File: src/inc/wcc_pkg.sv
package wcc_pkg;

   // ==========================================================
   // Clock and timing
   // ==========================================================
   localparam int CLK_FREQ_KHZ = 100000;
   localparam int PWM_FREQ_KHZ = 50;
   localparam int PWM_CYCLES = CLK_FREQ_KHZ / PWM_FREQ_KHZ;
   // Least time: rounded up to whole cycles
   localparam int BLANK_NS = 3750;
   localparam int BLANK_CYCLES = (BLANK_NS * CLK_FREQ_KHZ + 999999) / 1000000;
   localparam int MIX_PERCENT = 75;
   localparam int MIX_CYCLES = (PWM_CYCLES * MIX_PERCENT) / 100;
   // Qualification time of the current limit; value not fixed by the part
   localparam int OCP_QUAL_NS = 3000;
   localparam int OCP_QUAL_CYCLES = (OCP_QUAL_NS * CLK_FREQ_KHZ + 999999) / 1000000;

   // ==========================================================
   // Input bundle layout on the synchroniser
   // ==========================================================
   localparam int SYNC_W = 13;
   localparam int IN_ENABLE = 0;
   localparam int IN_DIR = 1;
   localparam int IN_LEVEL_LSB = 2;
   localparam int LEVEL_W = 5;
   localparam int IN_RC_LOW = 7;
   localparam int IN_RC_HIGH = 8;
   localparam int IN_TRIP = 9;
   localparam int IN_ZERO = 10;
   localparam int IN_OCP = 11;
   localparam int IN_CLEAR_N = 12;
   localparam logic [SYNC_W-1:0] SYNC_RESET = 13'h0000;

   localparam int PCT_W = 7;
   localparam logic [PCT_W-1:0] PCT_RESET = 7'h00;

   // ==========================================================
   // Types
   // ==========================================================
   typedef enum logic [1:0] {
      WCC_DECAY_SLOW  = 2'b00,
      WCC_DECAY_MIXED = 2'b01,
      WCC_DECAY_FAST  = 2'b11
   } wcc_decay_t;

   // Gray order along drive -> fast -> slow -> off
   typedef enum logic [1:0] {
      WCC_ST_DRIVE = 2'b00,
      WCC_ST_FAST  = 2'b01,
      WCC_ST_SLOW  = 2'b11,
      WCC_ST_OFF   = 2'b10
   } wcc_state_t;

   // Percent of full-scale reference for each level code
   function automatic logic [PCT_W-1:0] wcc_level_pct(input logic [LEVEL_W-1:0] code);
      logic [PCT_W-1:0] pct;
      pct = 7'h00;
      case (code)
         5'h00: pct = 7'd0;
         5'h01: pct = 7'd5;
         5'h02: pct = 7'd10;
         5'h03: pct = 7'd15;
         5'h04: pct = 7'd20;
         5'h05: pct = 7'd24;
         5'h06: pct = 7'd29;
         5'h07: pct = 7'd34;
         5'h08: pct = 7'd38;
         5'h09: pct = 7'd43;
         5'h0a: pct = 7'd47;
         5'h0b: pct = 7'd51;
         5'h0c: pct = 7'd56;
         5'h0d: pct = 7'd60;
         5'h0e: pct = 7'd63;
         5'h0f: pct = 7'd67;
         5'h10: pct = 7'd71;
         5'h11: pct = 7'd74;
         5'h12: pct = 7'd77;
         5'h13: pct = 7'd80;
         5'h14: pct = 7'd83;
         5'h15: pct = 7'd86;
         5'h16: pct = 7'd88;
         5'h17: pct = 7'd90;
         5'h18: pct = 7'd92;
         5'h19: pct = 7'd94;
         5'h1a: pct = 7'd96;
         5'h1b: pct = 7'd97;
         5'h1c: pct = 7'd98;
         5'h1d: pct = 7'd99;
         default: pct = 7'd100;
      endcase
      return pct;
   endfunction

endpackage

File: src/wcc_chopper.sv
// Functional notes
// - Bridge enable low puts both winding outputs in high impedance.
// - Enabled, direction high drives A high, B low; low is reversed.
// - Each PWM period starts driving; a trip stops drive until next period.
// - Trip input is the comparator of five times sense against scaled reference.
// - Five level bits pick one of 32 reference scalings, top two full scale.
// - Fast decay reverses drive, then disables bridge near zero current.
// - Slow decay turns both low sides on, both high sides off.
// - Recirculation select low slow, open mixed, high fast.
// - Undriven recirculation select resolves to mixed decay.
// - Mixed decay is fast after trip, then slow from 75% of period.
// - Undriven enable, direction and level pins read low.
// - Comparator ignored for 3.75 us blanking after drive starts.
// - Logic clear low resets logic, disables drivers, ignores inputs.
// - Persistent current limit latches all switches off and pulls fault low.
module wcc_chopper
   import wcc_pkg::*;
#(
   parameter int PWM_PERIOD = PWM_CYCLES,
   parameter int BLANK_LEN = BLANK_CYCLES,
   parameter int MIX_AT = MIX_CYCLES,
   parameter int OCP_QUAL = OCP_QUAL_CYCLES
) (
   input wire logic core_clk_i,
   input wire logic rst_b_i,
   input wire logic logic_clear_n_i,
   input wire logic bridge_enable_i,
   input wire logic current_direction_i,
   input wire logic [LEVEL_W-1:0] current_level_select_i,
   input wire logic recirc_above_low_i,
   input wire logic recirc_above_high_i,
   input wire logic chop_trip_i,
   input wire logic current_near_zero_i,
   input wire logic ocp_limit_i,
   output logic [PCT_W-1:0] ref_scale_pct_o,
   output logic winding_out_a_o,
   output logic winding_out_a_oe_o,
   output logic winding_out_b_o,
   output logic winding_out_b_oe_o,
   output logic high_side_a_o,
   output logic low_side_a_o,
   output logic high_side_b_o,
   output logic low_side_b_o,
   output logic trip_flag_n_o,
   output logic trip_flag_n_oe_o,
   output logic [1:0] decay_mode_o,
   output logic [1:0] chop_phase_o,
   output logic blanking_o,
   output logic pwm_cycle_start_o
);

   localparam int CNT_W = $clog2(PWM_PERIOD + 1);
   localparam int OCP_W = $clog2(OCP_QUAL + 1);
   localparam logic [CNT_W-1:0] PWM_LAST = CNT_W'(PWM_PERIOD - 1);
   localparam logic [CNT_W-1:0] BLANK_END = CNT_W'(BLANK_LEN);
   localparam logic [CNT_W-1:0] MIX_POINT = CNT_W'(MIX_AT);
   localparam logic [OCP_W-1:0] OCP_END = OCP_W'(OCP_QUAL);

   // ==========================================================
   // Parameter checks
   // ==========================================================
   if (BLANK_LEN < 1 || BLANK_LEN + 2 > PWM_PERIOD) begin : g_bad_blank
      $error("Blanking length must fit inside the PWM period");
   end
   if (MIX_AT <= BLANK_LEN || MIX_AT >= PWM_PERIOD) begin : g_bad_mix
      $error("Mixed decay switch point must lie between blanking and period end");
   end
   if (OCP_QUAL < 1) begin : g_bad_ocp
      $error("Current limit qualification must be at least one cycle");
   end

   // ==========================================================
   // Pin synchronisation
   // ==========================================================
   logic [SYNC_W-1:0] pins_async;
   logic [SYNC_W-1:0] pins;

   always_comb begin
      pins_async = '0;
      pins_async[IN_ENABLE] = bridge_enable_i;
      pins_async[IN_DIR] = current_direction_i;
      pins_async[IN_LEVEL_LSB +: LEVEL_W] = current_level_select_i;
      pins_async[IN_RC_LOW] = recirc_above_low_i;
      pins_async[IN_RC_HIGH] = recirc_above_high_i;
      pins_async[IN_TRIP] = chop_trip_i;
      pins_async[IN_ZERO] = current_near_zero_i;
      pins_async[IN_OCP] = ocp_limit_i;
      pins_async[IN_CLEAR_N] = logic_clear_n_i;
   end

   wcc_sync #(
      .WIDTH(SYNC_W)
   ) u_sync (
      .core_clk_i(core_clk_i),
      .rst_b_i(rst_b_i),
      .async_i(pins_async),
      .sync_o(pins)
   );

   logic en_s;
   logic dir_s;
   logic [LEVEL_W-1:0] level_s;
   logic trip_s;
   logic zero_s;
   logic ocp_s;
   logic clear_act;

   // Clear held low by the synchroniser reset, so logic starts cleared
   assign clear_act = !pins[IN_CLEAR_N];
   // Pulled-down pins arrive low: bridge off, zero current
   assign en_s = pins[IN_ENABLE];
   assign dir_s = pins[IN_DIR];
   assign level_s = pins[IN_LEVEL_LSB +: LEVEL_W];
   assign trip_s = pins[IN_TRIP];
   assign zero_s = pins[IN_ZERO];
   assign ocp_s = pins[IN_OCP];

   // ==========================================================
   // Recirculation select decode
   // ==========================================================
   wcc_decay_t rc_decoded;
   wcc_decay_t decay_mode;

   // Mid level (open pin) and the impossible 01 code both map to mixed
   always_comb begin
      if (pins[IN_RC_HIGH] && pins[IN_RC_LOW]) begin
         rc_decoded = WCC_DECAY_FAST;
      end else if (!pins[IN_RC_HIGH] && !pins[IN_RC_LOW]) begin
         rc_decoded = WCC_DECAY_SLOW;
      end else begin
         rc_decoded = WCC_DECAY_MIXED;
      end
   end

   // ==========================================================
   // PWM period counter
   // ==========================================================
   logic [CNT_W-1:0] pwm_cnt;
   logic en_d;
   logic en_rise;
   logic period_start;
   logic fault;
   logic run;

   assign run = en_s && !fault && !clear_act;
   assign en_rise = run && !en_d;
   assign period_start = run && (en_rise || pwm_cnt == PWM_LAST);

   always_ff @(posedge core_clk_i) begin
      if (!rst_b_i || clear_act) begin
         en_d <= 1'b0;
      end else begin
         en_d <= run;
      end
   end

   // Restart on enable so the first period is a full one
   always_ff @(posedge core_clk_i) begin
      if (!rst_b_i || clear_act || en_rise) begin
         pwm_cnt <= '0;
      end else if (pwm_cnt == PWM_LAST) begin
         pwm_cnt <= '0;
      end else begin
         pwm_cnt <= pwm_cnt + CNT_W'(1);
      end
   end

   // Mode changes land at a period boundary, or go to mixed on clear or reset
   always_ff @(posedge core_clk_i) begin
      if (!rst_b_i || clear_act) begin
         decay_mode <= WCC_DECAY_MIXED;
      end else if (period_start) begin
         decay_mode <= rc_decoded;
      end
   end

   // ==========================================================
   // Blanking window
   // ==========================================================
   logic [CNT_W-1:0] blank_cnt;
   logic blank_done;

   assign blank_done = (blank_cnt >= BLANK_END);

   always_ff @(posedge core_clk_i) begin
      if (!rst_b_i || clear_act || period_start) begin
         blank_cnt <= '0;
      end else if (!blank_done) begin
         blank_cnt <= blank_cnt + CNT_W'(1);
      end
   end

   // ==========================================================
   // Current limit qualification and latch
   // ==========================================================
   logic [OCP_W-1:0] ocp_cnt;

   always_ff @(posedge core_clk_i) begin
      if (!rst_b_i || clear_act || !ocp_s) begin
         ocp_cnt <= '0;
      end else if (ocp_cnt != OCP_END) begin
         ocp_cnt <= ocp_cnt + OCP_W'(1);
      end
   end

   // Only logic clear or a full reset releases it
   always_ff @(posedge core_clk_i) begin
      if (!rst_b_i || clear_act) begin
         fault <= 1'b0;
      end else if (ocp_cnt == OCP_END) begin
         fault <= 1'b1;
      end
   end

   // ==========================================================
   // Chop state machine
   // ==========================================================
   wcc_state_t state;
   wcc_state_t next_state;
   logic past_mix;

   assign past_mix = (pwm_cnt >= MIX_POINT);

   always_comb begin
      next_state = state;
      case (state)
         WCC_ST_DRIVE: begin
            // Comparator is ignored until blanking ends
            if (blank_done && trip_s) begin
               if (decay_mode == WCC_DECAY_SLOW) begin
                  next_state = WCC_ST_SLOW;
               end else if (decay_mode == WCC_DECAY_MIXED && past_mix) begin
                  next_state = WCC_ST_SLOW;
               end else begin
                  next_state = WCC_ST_FAST;
               end
            end
         end
         WCC_ST_FAST: begin
            if (decay_mode == WCC_DECAY_MIXED && past_mix) begin
               next_state = WCC_ST_SLOW;
            end else if (zero_s) begin
               next_state = WCC_ST_OFF;
            end
         end
         WCC_ST_OFF: begin
            if (decay_mode == WCC_DECAY_MIXED && past_mix) begin
               next_state = WCC_ST_SLOW;
            end
         end
         WCC_ST_SLOW: begin
            next_state = WCC_ST_SLOW;
         end
         default: begin
            next_state = WCC_ST_OFF;
         end
      endcase
      // A new period always starts by driving
      if (period_start) begin
         next_state = WCC_ST_DRIVE;
      end
   end

   always_ff @(posedge core_clk_i) begin
      if (!rst_b_i || clear_act || !run) begin
         state <= WCC_ST_DRIVE;
      end else begin
         state <= next_state;
      end
   end

   // ==========================================================
   // Switch decode and output registers
   // ==========================================================
   logic next_hs_a;
   logic next_ls_a;
   logic next_hs_b;
   logic next_ls_b;

   always_comb begin
      next_hs_a = 1'b0;
      next_ls_a = 1'b0;
      next_hs_b = 1'b0;
      next_ls_b = 1'b0;
      if (run && !en_rise) begin
         case (state)
            WCC_ST_DRIVE: begin
               next_hs_a = dir_s;
               next_ls_b = dir_s;
               next_hs_b = !dir_s;
               next_ls_a = !dir_s;
            end
            WCC_ST_FAST: begin
               next_hs_b = dir_s;
               next_ls_a = dir_s;
               next_hs_a = !dir_s;
               next_ls_b = !dir_s;
            end
            WCC_ST_SLOW: begin
               next_ls_a = 1'b1;
               next_ls_b = 1'b1;
            end
            default: begin
               next_ls_a = 1'b0;
            end
         endcase
      end
   end

   // Fault, clear or enable low leave every switch open
   always_ff @(posedge core_clk_i) begin
      if (!rst_b_i || clear_act || fault) begin
         high_side_a_o <= 1'b0;
         low_side_a_o <= 1'b0;
         high_side_b_o <= 1'b0;
         low_side_b_o <= 1'b0;
      end else begin
         high_side_a_o <= next_hs_a;
         low_side_a_o <= next_ls_a;
         high_side_b_o <= next_hs_b;
         low_side_b_o <= next_ls_b;
      end
   end

   // Pin level follows the high side, enable follows either side
   assign winding_out_a_o = high_side_a_o;
   assign winding_out_a_oe_o = high_side_a_o | low_side_a_o;
   assign winding_out_b_o = high_side_b_o;
   assign winding_out_b_oe_o = high_side_b_o | low_side_b_o;

   // Open drain: only ever pulls low
   assign trip_flag_n_o = 1'b0;
   assign trip_flag_n_oe_o = fault;

   // ==========================================================
   // Reference scaling and status
   // ==========================================================
   always_ff @(posedge core_clk_i) begin
      if (!rst_b_i || clear_act) begin
         ref_scale_pct_o <= PCT_RESET;
      end else begin
         ref_scale_pct_o <= wcc_level_pct(level_s);
      end
   end

   always_ff @(posedge core_clk_i) begin
      if (!rst_b_i || clear_act) begin
         chop_phase_o <= WCC_ST_DRIVE;
         blanking_o <= 1'b0;
         pwm_cycle_start_o <= 1'b0;
      end else begin
         chop_phase_o <= state;
         blanking_o <= run && (state == WCC_ST_DRIVE) && !blank_done;
         pwm_cycle_start_o <= period_start;
      end
   end

   assign decay_mode_o = decay_mode;

endmodule

File: src/wcc_sync.sv
module wcc_sync
   import wcc_pkg::*;
#(
   parameter int WIDTH = SYNC_W
) (
   input wire logic core_clk_i,
   input wire logic rst_b_i,
   input wire logic [WIDTH-1:0] async_i,
   output logic [WIDTH-1:0] sync_o
);

   logic [WIDTH-1:0] stage1;

   always_ff @(posedge core_clk_i) begin
      if (!rst_b_i) begin
         stage1 <= WIDTH'(SYNC_RESET);
         sync_o <= WIDTH'(SYNC_RESET);
      end else begin
         stage1 <= async_i;
         sync_o <= stage1;
      end
   end

endmodule
File: config.mk
export PLATFORM = sky130hd
export DESIGN_NAME = wcc_chopper
export DESIGN_NICKNAME = d
export VERILOG_FILES = /design/src/inc/wcc_pkg.sv /design/src/wcc_chopper.sv /design/src/wcc_sync.sv
export SDC_FILE = /design/constraint.sdc
export NUM_CORES = 1
export LEC_CHECK = 0
export BUFFER_PORTS_ARGS = -buffer_cell sky130_fd_sc_hd__clkbuf_2
export CAP_MARGIN = 30
export CORE_UTILIZATION = 60
export CTS_BUF_LIST = sky130_fd_sc_hd__clkbuf_4
export DETAILED_ROUTE_END_ITERATION = 10
export GPL_TIMING_DRIVEN = 1
export PLACE_DENSITY_LB_ADDON = 0.25
export SYNTH_ARGS = -nofsm -noshare
export SYNTH_HDL_FRONTEND = slang
export SYNTH_SLANG_ARGS = --single-unit
File: constraint.sdc
create_clock -name core_clk_i -period 2.1 [get_ports core_clk_i]
set_input_delay 0.105 -clock core_clk_i [delete_from_list [all_inputs] [get_ports core_clk_i]]
set_output_delay 0.105 -clock core_clk_i [all_outputs]
set_load 0.02 [all_outputs]
==> flow_metrics.env, run 1 <==
export IMPL_tritoncts="built"
export IMPL_whs_ns=0.151
export IMPL_grt_pass1_vias=2352
export IMPL_clk_pin_slew_worst_paths_ns=0.12
export IMPL_r2r_start="pwm_cnt[5]"
export IMPL_ys_flop_type="dfxtp_1"
export IMPL_syn_cell_area_sq_mm=0.00333
export IMPL_instances_no_fill=476
export IMPL_hold_path_startpoint="rst_b_i"
export IMPL_cpMaxStageDelayCell="or3b_1"
export IMPL_drt_total_wl_um=6190
export IMPL_post_cts_buffers=0
export IMPL_clock_latency_ns=0.43
export IMPL_finClkSkew_ns=0.0137
export IMPL_multi_input_area_sq_mm=0.00164
export IMPL_worst_slack_ns=0.215
export IMPL_dp_cells=447
export IMPL_period_share_pct=89.8
export IMPL_reg2reg_depth=4
export IMPL_clock_tree_root_cell="clkbuf_4"
export IMPL_synthCells=350
export IMPL_layout_commonest_cell="dfxtp_1"
export IMPL_hold_path_end="u_sync.sync_o[12]"
export IMPL_clock_sinks=78
export IMPL_slowest_delay_ns=0.40
export IMPL_ys_async_sr_fraction_pct=0
export IMPL_critPathCaptureType="register"
export IMPL_maxSlewViolCount=0
export IMPL_fin_nets=430
export IMPL_die_h_um=76.5
export IMPL_yosysSeqAreaShare_pct=46.9
export IMPL_synth_net_count=379
export IMPL_status="finished, final reports clean"
export IMPL_critPathTopFamily="simple AND/OR/NAND/NOR gates"
export IMPL_drive_above_1_share_pct=16.7
export IMPL_place_hpwl_um=4130
export IMPL_wl_per_cell_um=13.0
export IMPL_cts_path_max_buffers=2
export IMPL_ant_nets=0
export IMPL_seq_area_sq_mm=0.00156
export IMPL_diodes=0
export IMPL_max_freq_mhz=530
export IMPL_worstPathRequired_ns=2.44
export IMPL_antenna_found_initial=0
export IMPL_setup_violations=0
export IMPL_yosys_warnings=0
export IMPL_rsz0062_at_grt="false"
export IMPL_numCtsBuffers=9
export IMPL_route_detailed_drc=0
export IMPL_rows=26
export IMPL_overflow=0
export IMPL_tns_ns=0
export IMPL_hold_viol_final=0
export IMPL_final_util_pct=73.6
export IMPL_dieArea_sq_mm=0.00585
export IMPL_die_w_um=76.5
export IMPL_initial_utilization_pct=63.5
export IMPL_firstDrtPassIters=4
export IMPL_synthTopCellsByArea="dfxtp_1, and2_1, ha_1"
export IMPL_synth_cell_type_count=51
export IMPL_grtUsageTotal_pct=22.5
export IMPL_place_congestion=0.903
export IMPL_grt_max_degree=31
export IMPL_worstReg2RegEnd="decay_mode_o[0]"
export IMPL_arrival_ns=2.22
export IMPL_grt_pass1_wl_um=10200
export IMPL_p_leak_uw=0.00154
export IMPL_h_tree_depth=3
export IMPL_final_cell_mix="dfxtp_1, nor2_1, clkbuf_2"
export IMPL_synth_ff_latch_count=78
export IMPL_period_minus_slack_ns=1.89
export IMPL_vdd_ir_drop_worst_mv=0.472
export IMPL_via_per_inst=5.36
export IMPL_r2r_slack_ns=0.21
export IMPL_dp_slack_ns=0.229
export IMPL_n_fill_cell=389
export IMPL_min_delay_path_depth=3
export IMPL_critPathBufInv=0
export IMPL_synth_edf_count=0
export IMPL_drt_iter0_drc=137
export IMPL_avgSynthCellArea_sq_um=9.51
export IMPL_io_buffers=36
export IMPL_coreArea_sq_mm=0.00524
export IMPL_pwr_density_cell_mw_per_mm2=687
export IMPL_pin_count=38
export IMPL_drv_cap=0
export IMPL_min_path_type="primary input to register"
export IMPL_vias=2552
export IMPL_crit_fanout=6
export IMPL_area_growth_pct=15.9
export IMPL_synth_top_area_share_pct=46.9
export IMPL_yosys_area_top_type="dfxtp_1"
export IMPL_critPathLaunchType="register"
export IMPL_cp_cell_sequence="or3b_1 > o31a_1 > or3_4 > o32a_1"
export IMPL_worst_setup_path_type="register to register"
[per-stage QoR]
stage	instance area [sq um]	total power (uW)
2_1_floorplan	3330	1630
3_3_place_gp	3570	1660
3_5_place_dp	3570	1660
4_1_cts	3860	2660
5_1_grt	3860	2740
6_report	3860	2650
[layout make-up]
class	count	share of cell area, %
clock inverter	5	1.91
clock buffer	11	2.14
multi-input combinational	242	42.5
tap	70	2.27
sequential	78	40.5
inverter	15	1.46
timing repair buffer	55	9.21
[synthesized netlist by cell type, types with 9 or more instances]
cell      count
nand2_1      17
xnor2_1      10
and2_1       30
nand3_1       9
nor2_1       40
inv_1        15
dfxtp_1      78
ha_1         14
o211ai_1     11
clkbuf_1      9
xor2_1       12
a21oi_1      13
o21ai_0       9
[how the worst max path moves through the flow]
stage                      from            endpoint  slack, ns  cells past startpoint
5_1_grt        u_sync.sync_o[3]  ref_scale_pct_o[3]       0.11                      6
2_1_floorplan        pwm_cnt[0]     decay_mode_o[0]       0.29                      5
6_report             pwm_cnt[5]     decay_mode_o[0]       0.21                      4
4_1_cts              pwm_cnt[5]     decay_mode_o[0]       0.22                      4
3_5_place_dp         pwm_cnt[5]     decay_mode_o[0]       0.23                      4
3_3_place_gp         pwm_cnt[5]     decay_mode_o[0]       0.27                      4
[kinds of logic (layout without fill, tap and decap cells)]
family                   Yosys count  after routing  synth area share, %
XOR/XNOR                          22             22                 5.79
adder cells (fa/ha/maj)           15             15                 5.56
other                              1              1                0.113
buffers and inverters             30             86                 3.83
flip-flops                        78             78                 46.9
multiplexers                      12             12                 4.77
AND/OR/NAND/NOR                  139            139                 22.3
AO/OA/AOI/OAI                     53             53                 10.7
[sequential cells by signal, indices dropped and copies added (netlist names), 2 cells and up]
signal           flops
chop_phase_o         2
u_sync.sync_o       13
decay_mode_o         2
u_sync.stage1       13
state                2
ocp_cnt              9
ref_scale_pct_o      7
blank_cnt           11
pwm_cnt             11
[what timing repair did]
action	4_1_cts	5_1_grt
setup endpoints to repair	0	0
endpoints found under the hold margin	13	0
hold buffers	13	0
resized for setup	0	0
[worst reg2reg max path, delay by kind of cell, from the launching register on]
| family | cells | cell delay, ns |
|---|---|---|
| flip-flops | 1 | 0.38 |
| AO/OA/AOI/OAI | 2 | 0.65 |
| AND/OR/NAND/NOR | 2 | 0.76 |
[report_power, final]
| part | internal (uW) | total, uW | leakage [uW] | switching [uW] |
|---|---|---|---|---|
| Combinational | 70.6 | 125 | 0.000817 | 54.2 |
| Clock | 503 | 997 | 0.0000883 | 495 |
| Sequential | 1510 | 1530 | 0.000634 | 20.7 |
| Total | 2080 | 2650 | 0.00154 | 570 |
[metal layers]
layer  up-vias  wire (um)  GRT usage [%]
li1       1306          -              -
met1      1167       2840           26.1
met2        63       2940           37.5
met3        16        280           7.19
met4         0        122           10.8
met5         -          0              0
No activity file was read; power rests on OpenSTA's default activity.
==> inputs of run 2 (changes only) <==
--- a/config.mk
+++ b/config.mk
@@ -7,7 +7,9 @@
 export LEC_CHECK = 0
 export BUFFER_PORTS_ARGS = -buffer_cell sky130_fd_sc_hd__clkbuf_2
 export CAP_MARGIN = 30
-export CORE_UTILIZATION = 60
+export CELL_PAD_IN_SITES_DETAIL_PLACEMENT = 2
+export CELL_PAD_IN_SITES_GLOBAL_PLACEMENT = 2
+export CORE_UTILIZATION = 38
 export CTS_BUF_LIST = sky130_fd_sc_hd__clkbuf_4
 export DETAILED_ROUTE_END_ITERATION = 10
 export GPL_TIMING_DRIVEN = 1
==> run 2 against run 1 <==
  * Clock power down 5.9%
  * Sequential power about the same
  * Cell count up 7.6%
  * First-iteration DRC count down 47%
  * Die area up 56%
  * Clock skew up 0.0036 ns
  * Core utilization down 27 points
  * Routed wire length up 40%
  * Setup slack worse by 0.075 ns
  * Cell area up 0.81%
  * Critical path depth unchanged
  * Largest cell class unchanged
==> flow_metrics.env, run 2 (synthesis gave the netlist of run 1 again) <==
export IMPL_arrival_ns=2.29
export IMPL_min_path_type="primary input to register"
export IMPL_critPathCaptureType="register"
export IMPL_die_h_um=95.6
export IMPL_p_sw_uw=654
export IMPL_place_hpwl_um=5880
export IMPL_p_comb_share_pct=5.0
export IMPL_rows=33
export IMPL_critPathLaunchType="register"
export IMPL_via_per_inst=5.18
export IMPL_max_freq_mhz=510
export IMPL_n_fill_cell=938
export IMPL_grt_pass1_wl_um=14300
export IMPL_drt_total_wl_um=8650
export IMPL_area_growth_pct=16.8
export IMPL_final_cell_mix="dfxtp_1, nor2_1, clkbuf_2"
export IMPL_clk_pin_slew_worst_paths_ns=0.14
export IMPL_vdd_ir_drop_worst_mv=0.290
export IMPL_hold_path_startpoint="rst_b_i"
export IMPL_finClkSkew_ns=0.0173
export IMPL_setup_violations=0
export IMPL_layout_commonest_cell="dfxtp_1"
export IMPL_pwr_density_cell_mw_per_mm2=668
export IMPL_maxSlewViolCount=0
export IMPL_clock_latency_ns=0.43
export IMPL_rsz0062_at_grt="false"
export IMPL_relSlewSlack_pct=65.7
export IMPL_vias=2650
export IMPL_firstDrtPassIters=4
export IMPL_tritoncts="built"
export IMPL_dieArea_sq_mm=0.00914
export IMPL_worstPathRequired_ns=2.43
export IMPL_post_cts_buffers=0
export IMPL_reg_largest_list="u_sync.stage1 (13), u_sync.sync_o (13)"
export IMPL_power_total_uw=2600
export IMPL_antenna_found_initial=1
export IMPL_sw_frac_of_total_pct=25.2
export IMPL_grtUsageTotal_pct=20.8
export IMPL_met3_usage_pct=2.95
export IMPL_numCtsBuffers=9
export IMPL_tns_ns=0
export IMPL_clock_tree_root_cell="clkbuf_4"
export IMPL_route_detailed_drc=0
export IMPL_use_met1_pct=24.4
export IMPL_h_tree_depth=3
export IMPL_period_minus_slack_ns=1.96
export IMPL_worst_setup_path_type="register to register"
export IMPL_pwr_share_seq_pct=58.8
export IMPL_coreArea_sq_mm=0.00834
export IMPL_io_buffers=36
export IMPL_wl_per_cell_um=16.9
export IMPL_grt_pass1_vias=2866
export IMPL_place_congestion=0.732
export IMPL_p_leak_uw=0.00153
export IMPL_initial_utilization_pct=39.9
export IMPL_design_area_sq_mm=0.00389
export IMPL_drv_cap=0
export IMPL_drive_above_1_share_pct=16.7
export IMPL_status="finished, final reports clean"
export IMPL_whs_ns=0.224
export IMPL_p_int_uw=1940
export IMPL_hold_viol_final=0
export IMPL_r2r_start="pwm_cnt[5]"
export IMPL_die_w_um=95.6
export IMPL_ant_nets=0
export IMPL_crit_fanout=6
export IMPL_pin_count=38
export IMPL_p_clk_share_pct=36.1
export IMPL_fin_nets=430
export IMPL_worst_slew_pin_slew_ns=0.514
export IMPL_clock_sinks=78
export IMPL_place_area_sq_mm=0.00361
export IMPL_grt_max_degree=32
export IMPL_cts_path_max_buffers=2
export IMPL_drt_iter0_drc=73
export IMPL_critical_path_startpoint="pwm_cnt[5]"
export IMPL_busiest_layer="met2"
export IMPL_overflow=0
export IMPL_period_share_pct=93.4
export IMPL_grtUsageMet2_pct=37.6
[run 2: changes by cell type in the layout (fill, tap and decap cells not counted), sizes merged]
cell / previous run / this run
clkbuf: 47 / 45
clkinv: 3 / 5
diode: 0 / 1
bufinv: 2 / 1
inv: 15 / 16
[run 2: repair_timing]
action                                 in CTS  in global routing
endpoints found under the hold margin      13                  0
resized for setup                           0                  0
hold buffers                               13                  0
[run 2: final cells by class]
cell class	instances	area, sq um	area share [%]
Tap cell	105	131	3.38
Antenna cell	1	2.50	0.0644
Clock inverter	7	73.8	1.90
Clock buffer	9	67.6	1.74
Multi-Input combinational cell	242	1640	42.2
Inverter	15	56.3	1.45
Sequential cell	78	1560	40.2
Timing Repair Buffer	55	355	9.14
[run 2: per-layer routing]
layer	vias up	wire length, um
met2	36	4600
met1	1299	3720
met4	0	146
met3	9	181
met5	-	0
li1	1306	-
[run 2: power by group through the flow]
stage | registers (uW) | clock network, uW | logic [uW]
after floorplan | 1550 | 0 | 79.5
after detailed placement | 1560 | 0 | 109
after CTS | 1530 | 961 | 129
after global routing | 1530 | 1030 | 144
after global placement | 1560 | 0 | 103
final | 1530 | 938 | 130
[run 2: critical path: stages, from the launching register on]
cell     delay, ns
dfxtp_1       0.39
or3b_1        0.44
o31a_1        0.38
or3_4         0.36
o32a_1        0.29
[run 2: worst paths after layout]
kind | slack (ns) | to | depth (start not counted)
worst min-delay path | 0.22 | u_sync.stage1[0] | 2
worst min register to register | 0.45 | u_sync.sync_o[8] | 1
worst max-delay path | 0.14 | decay_mode_o[0] | 4
worst max register to register | 0.14 | decay_mode_o[0] | 4
[run 2: per-stage QoR]
| stage | std cells | utilization, % | setup slack [ns] |
|---|---|---|---|
| final | 512 | 46.6 | 0.139 |
| after global routing | 512 | 46.6 | 0.0331 |
| after CTS | 511 | 46.6 | 0.135 |
| after detailed placement | 482 | 43.3 | 0.191 |
| after global placement | 482 | 43.3 | 0.238 |
| after floorplan | 350 | - | 0.287 |
==> inputs of run 3 (changes only) <==
--- a/config.mk
+++ b/config.mk
@@ -9,9 +9,11 @@
 export CAP_MARGIN = 30
 export CELL_PAD_IN_SITES_DETAIL_PLACEMENT = 2
 export CELL_PAD_IN_SITES_GLOBAL_PLACEMENT = 2
+export CORE_ASPECT_RATIO = 1.25
 export CORE_UTILIZATION = 38
 export CTS_BUF_LIST = sky130_fd_sc_hd__clkbuf_4
 export DETAILED_ROUTE_END_ITERATION = 10
+export GPL_ROUTABILITY_DRIVEN = 0
 export GPL_TIMING_DRIVEN = 1
 export PLACE_DENSITY_LB_ADDON = 0.25
 export SYNTH_ARGS = -nofsm -noshare
==> run 3 against run 2 <==
  * Hold slack worse by 0.066 ns
  * Critical path depth is the same
  * Cell area up 1.3%
  * Sequential cell count unchanged
  * Non-clock buffer count up 2
  * Cell count up 2.7%
  * Clock power up 11%
  * First-iteration DRC count down 45%
  * Fmax is 1.3% higher
  * Largest cell class unchanged
  * Largest power group unchanged
==> flow_metrics.env, run 3 (synthesis gave the netlist of run 1 again) <==
export IMPL_worst_setup_path_type="register to register"
export IMPL_r2r_slack_ns=0.16
export IMPL_overflow=0
export IMPL_rsz0062_at_grt="false"
export IMPL_place_area_sq_mm=0.00364
export IMPL_numCtsBuffers=9
export IMPL_dieArea_sq_mm=0.00914
export IMPL_wl_per_cell_um=15.8
export IMPL_min_delay_path_depth=3
export IMPL_pin_count=38
export IMPL_vdd_ir_drop_worst_mv=0.527
export IMPL_worst_slew_pin_slew_ns=0.513
export IMPL_min_path_type="primary input to register"
export IMPL_period_minus_slack_ns=1.94
export IMPL_pwr_density_cell_mw_per_mm2=685
export IMPL_critPathTopFamily="simple AND/OR/NAND/NOR gates"
export IMPL_place_hpwl_um=5840
export IMPL_worstReg2RegEnd="decay_mode_o[0]"
export IMPL_r2r_start="pwm_cnt[5]"
export IMPL_reg2reg_depth=4
export IMPL_cpMaxStageDelayCell="or3b_1"
export IMPL_clock_sinks=78
export IMPL_relSlewSlack_pct=65.8
export IMPL_grtUsageTotal_pct=20.5
export IMPL_seq_area_sq_mm=0.00156
export IMPL_crit_fanout=6
export IMPL_ant_nets=0
export IMPL_rows=37
export IMPL_critPathCaptureType="register"
export IMPL_grt_pass1_wl_um=14300
export IMPL_setup_violations=0
export IMPL_antenna_found_initial=1
export IMPL_h_tree_depth=3
export IMPL_hold_path_startpoint="rst_b_i"
export IMPL_firstDrtPassIters=4
export IMPL_critPathBufInv=0
export IMPL_grt_max_degree=31
export IMPL_die_w_um=85.7
export IMPL_route_detailed_drc=0
export IMPL_tritoncts="built"
export IMPL_final_cell_mix="dfxtp_1, nor2_1, clkbuf_2"
export IMPL_multi_input_area_sq_mm=0.00164
export IMPL_clock_tree_root_cell="clkbuf_4"
export IMPL_cts_path_max_buffers=2
export IMPL_power_total_uw=2700
export IMPL_hold_viol_final=0
export IMPL_whs_ns=0.158
export IMPL_die_h_um=107
export IMPL_slowest_delay_ns=0.42
export IMPL_fin_nets=432
export IMPL_design_area_sq_mm=0.00394
export IMPL_grt_pass1_vias=2957
export IMPL_period_share_pct=92.2
export IMPL_hold_path_end="u_sync.sync_o[8]"
export IMPL_drv_cap=0
export IMPL_finClkSkew_ns=0.0122
export IMPL_io_buffers=36
export IMPL_tns_ns=0
export IMPL_critPathLaunchType="register"
export IMPL_cp_depth=4
export IMPL_drive_above_1_share_pct=17.4
export IMPL_drt_total_wl_um=8330
export IMPL_area_growth_pct=18.3
export IMPL_reg_largest_list="u_sync.stage1 (13), u_sync.sync_o (13)"
export IMPL_initial_utilization_pct=39.7
export IMPL_coreArea_sq_mm=0.00838
export IMPL_via_per_inst=5.06
export IMPL_vias=2660
export IMPL_worstPathRequired_ns=2.42
export IMPL_maxSlewViolCount=0
export IMPL_drt_iter0_drc=40
export IMPL_cts_resized=0
export IMPL_layout_commonest_cell="dfxtp_1"
export IMPL_max_freq_mhz=517
export IMPL_p_leak_uw=0.00155
export IMPL_arrival_ns=2.26
export IMPL_n_fill_cell=932
export IMPL_cp_cell_sequence="or3b_1 > o31a_1 > or3_4 > o32a_1"
export IMPL_clock_latency_ns=0.43
export IMPL_clk_pin_slew_worst_paths_ns=0.13
export IMPL_status="finished, final reports clean"
-- run 3: power by group --
part / leakage, uW / internal, uW / switching, uW
registers: 0.000634 / 1510 / 18.5
clock network: 0.0000864 / 494 / 541
logic: 0.000827 / 72.7 / 64.6
total: 0.00155 / 2070 / 624
-- run 3: worst max path at each step --
stage | startpoint | to | slack, ns
3_3_place_gp | pwm_cnt[5] | decay_mode_o[0] | 0.24
6_report | pwm_cnt[5] | decay_mode_o[0] | 0.16
2_1_floorplan | pwm_cnt[0] | decay_mode_o[0] | 0.29
5_1_grt | pwm_cnt[5] | decay_mode_o[0] | 0.09
3_5_place_dp | pwm_cnt[5] | decay_mode_o[0] | 0.21
4_1_cts | pwm_cnt[5] | decay_mode_o[0] | 0.17
-- run 3: final cells by class --
class                           count  area share [%]
Sequential cell                    78            39.7
Timing Repair Buffer               57            9.41
Tap cell                          117            3.72
Clock buffer                       10            1.91
Inverter                           15            1.43
Multi-Input combinational cell    242            41.6
Clock inverter                      6            2.19
Antenna cell                        1          0.0636
-- run 3: timing repair --
item / CTS / global route
hold endpoints to repair: 13 / 0
hold buffers: 13 / 0
buffers inserted: 0 / 0
-- run 3: worst min-delay path, stage by stage --
cell and delay [ns]:
clkbuf_2 0.09, buf_4 0.20, and2_1 0.16
-- run 3: through the flow --
| step | std cells | utilization (%) | worst slack [ns] |
|---|---|---|---|
| after floorplan | 350 | - | 0.287 |
| final | 526 | 47.0 | 0.164 |
| after global placement | 496 | 43.5 | 0.240 |
| after CTS | 525 | 47.0 | 0.169 |
| after detailed placement | 496 | 43.5 | 0.206 |
| after global routing | 526 | 47.0 | 0.0929 |
-- run 3: per-layer routing --
layer | part of all wire (%) | GRT usage [%] | up-vias | wire length (um)
met5 | 0 | 0 | - | 0
met4 | 2.1 | 9.29 | 0 | 172
met3 | 2.5 | 3.93 | 12 | 206
met2 | 55 | 38.3 | 42 | 4580
met1 | 41 | 22.2 | 1300 | 3380
li1 | - | - | 1306 | -
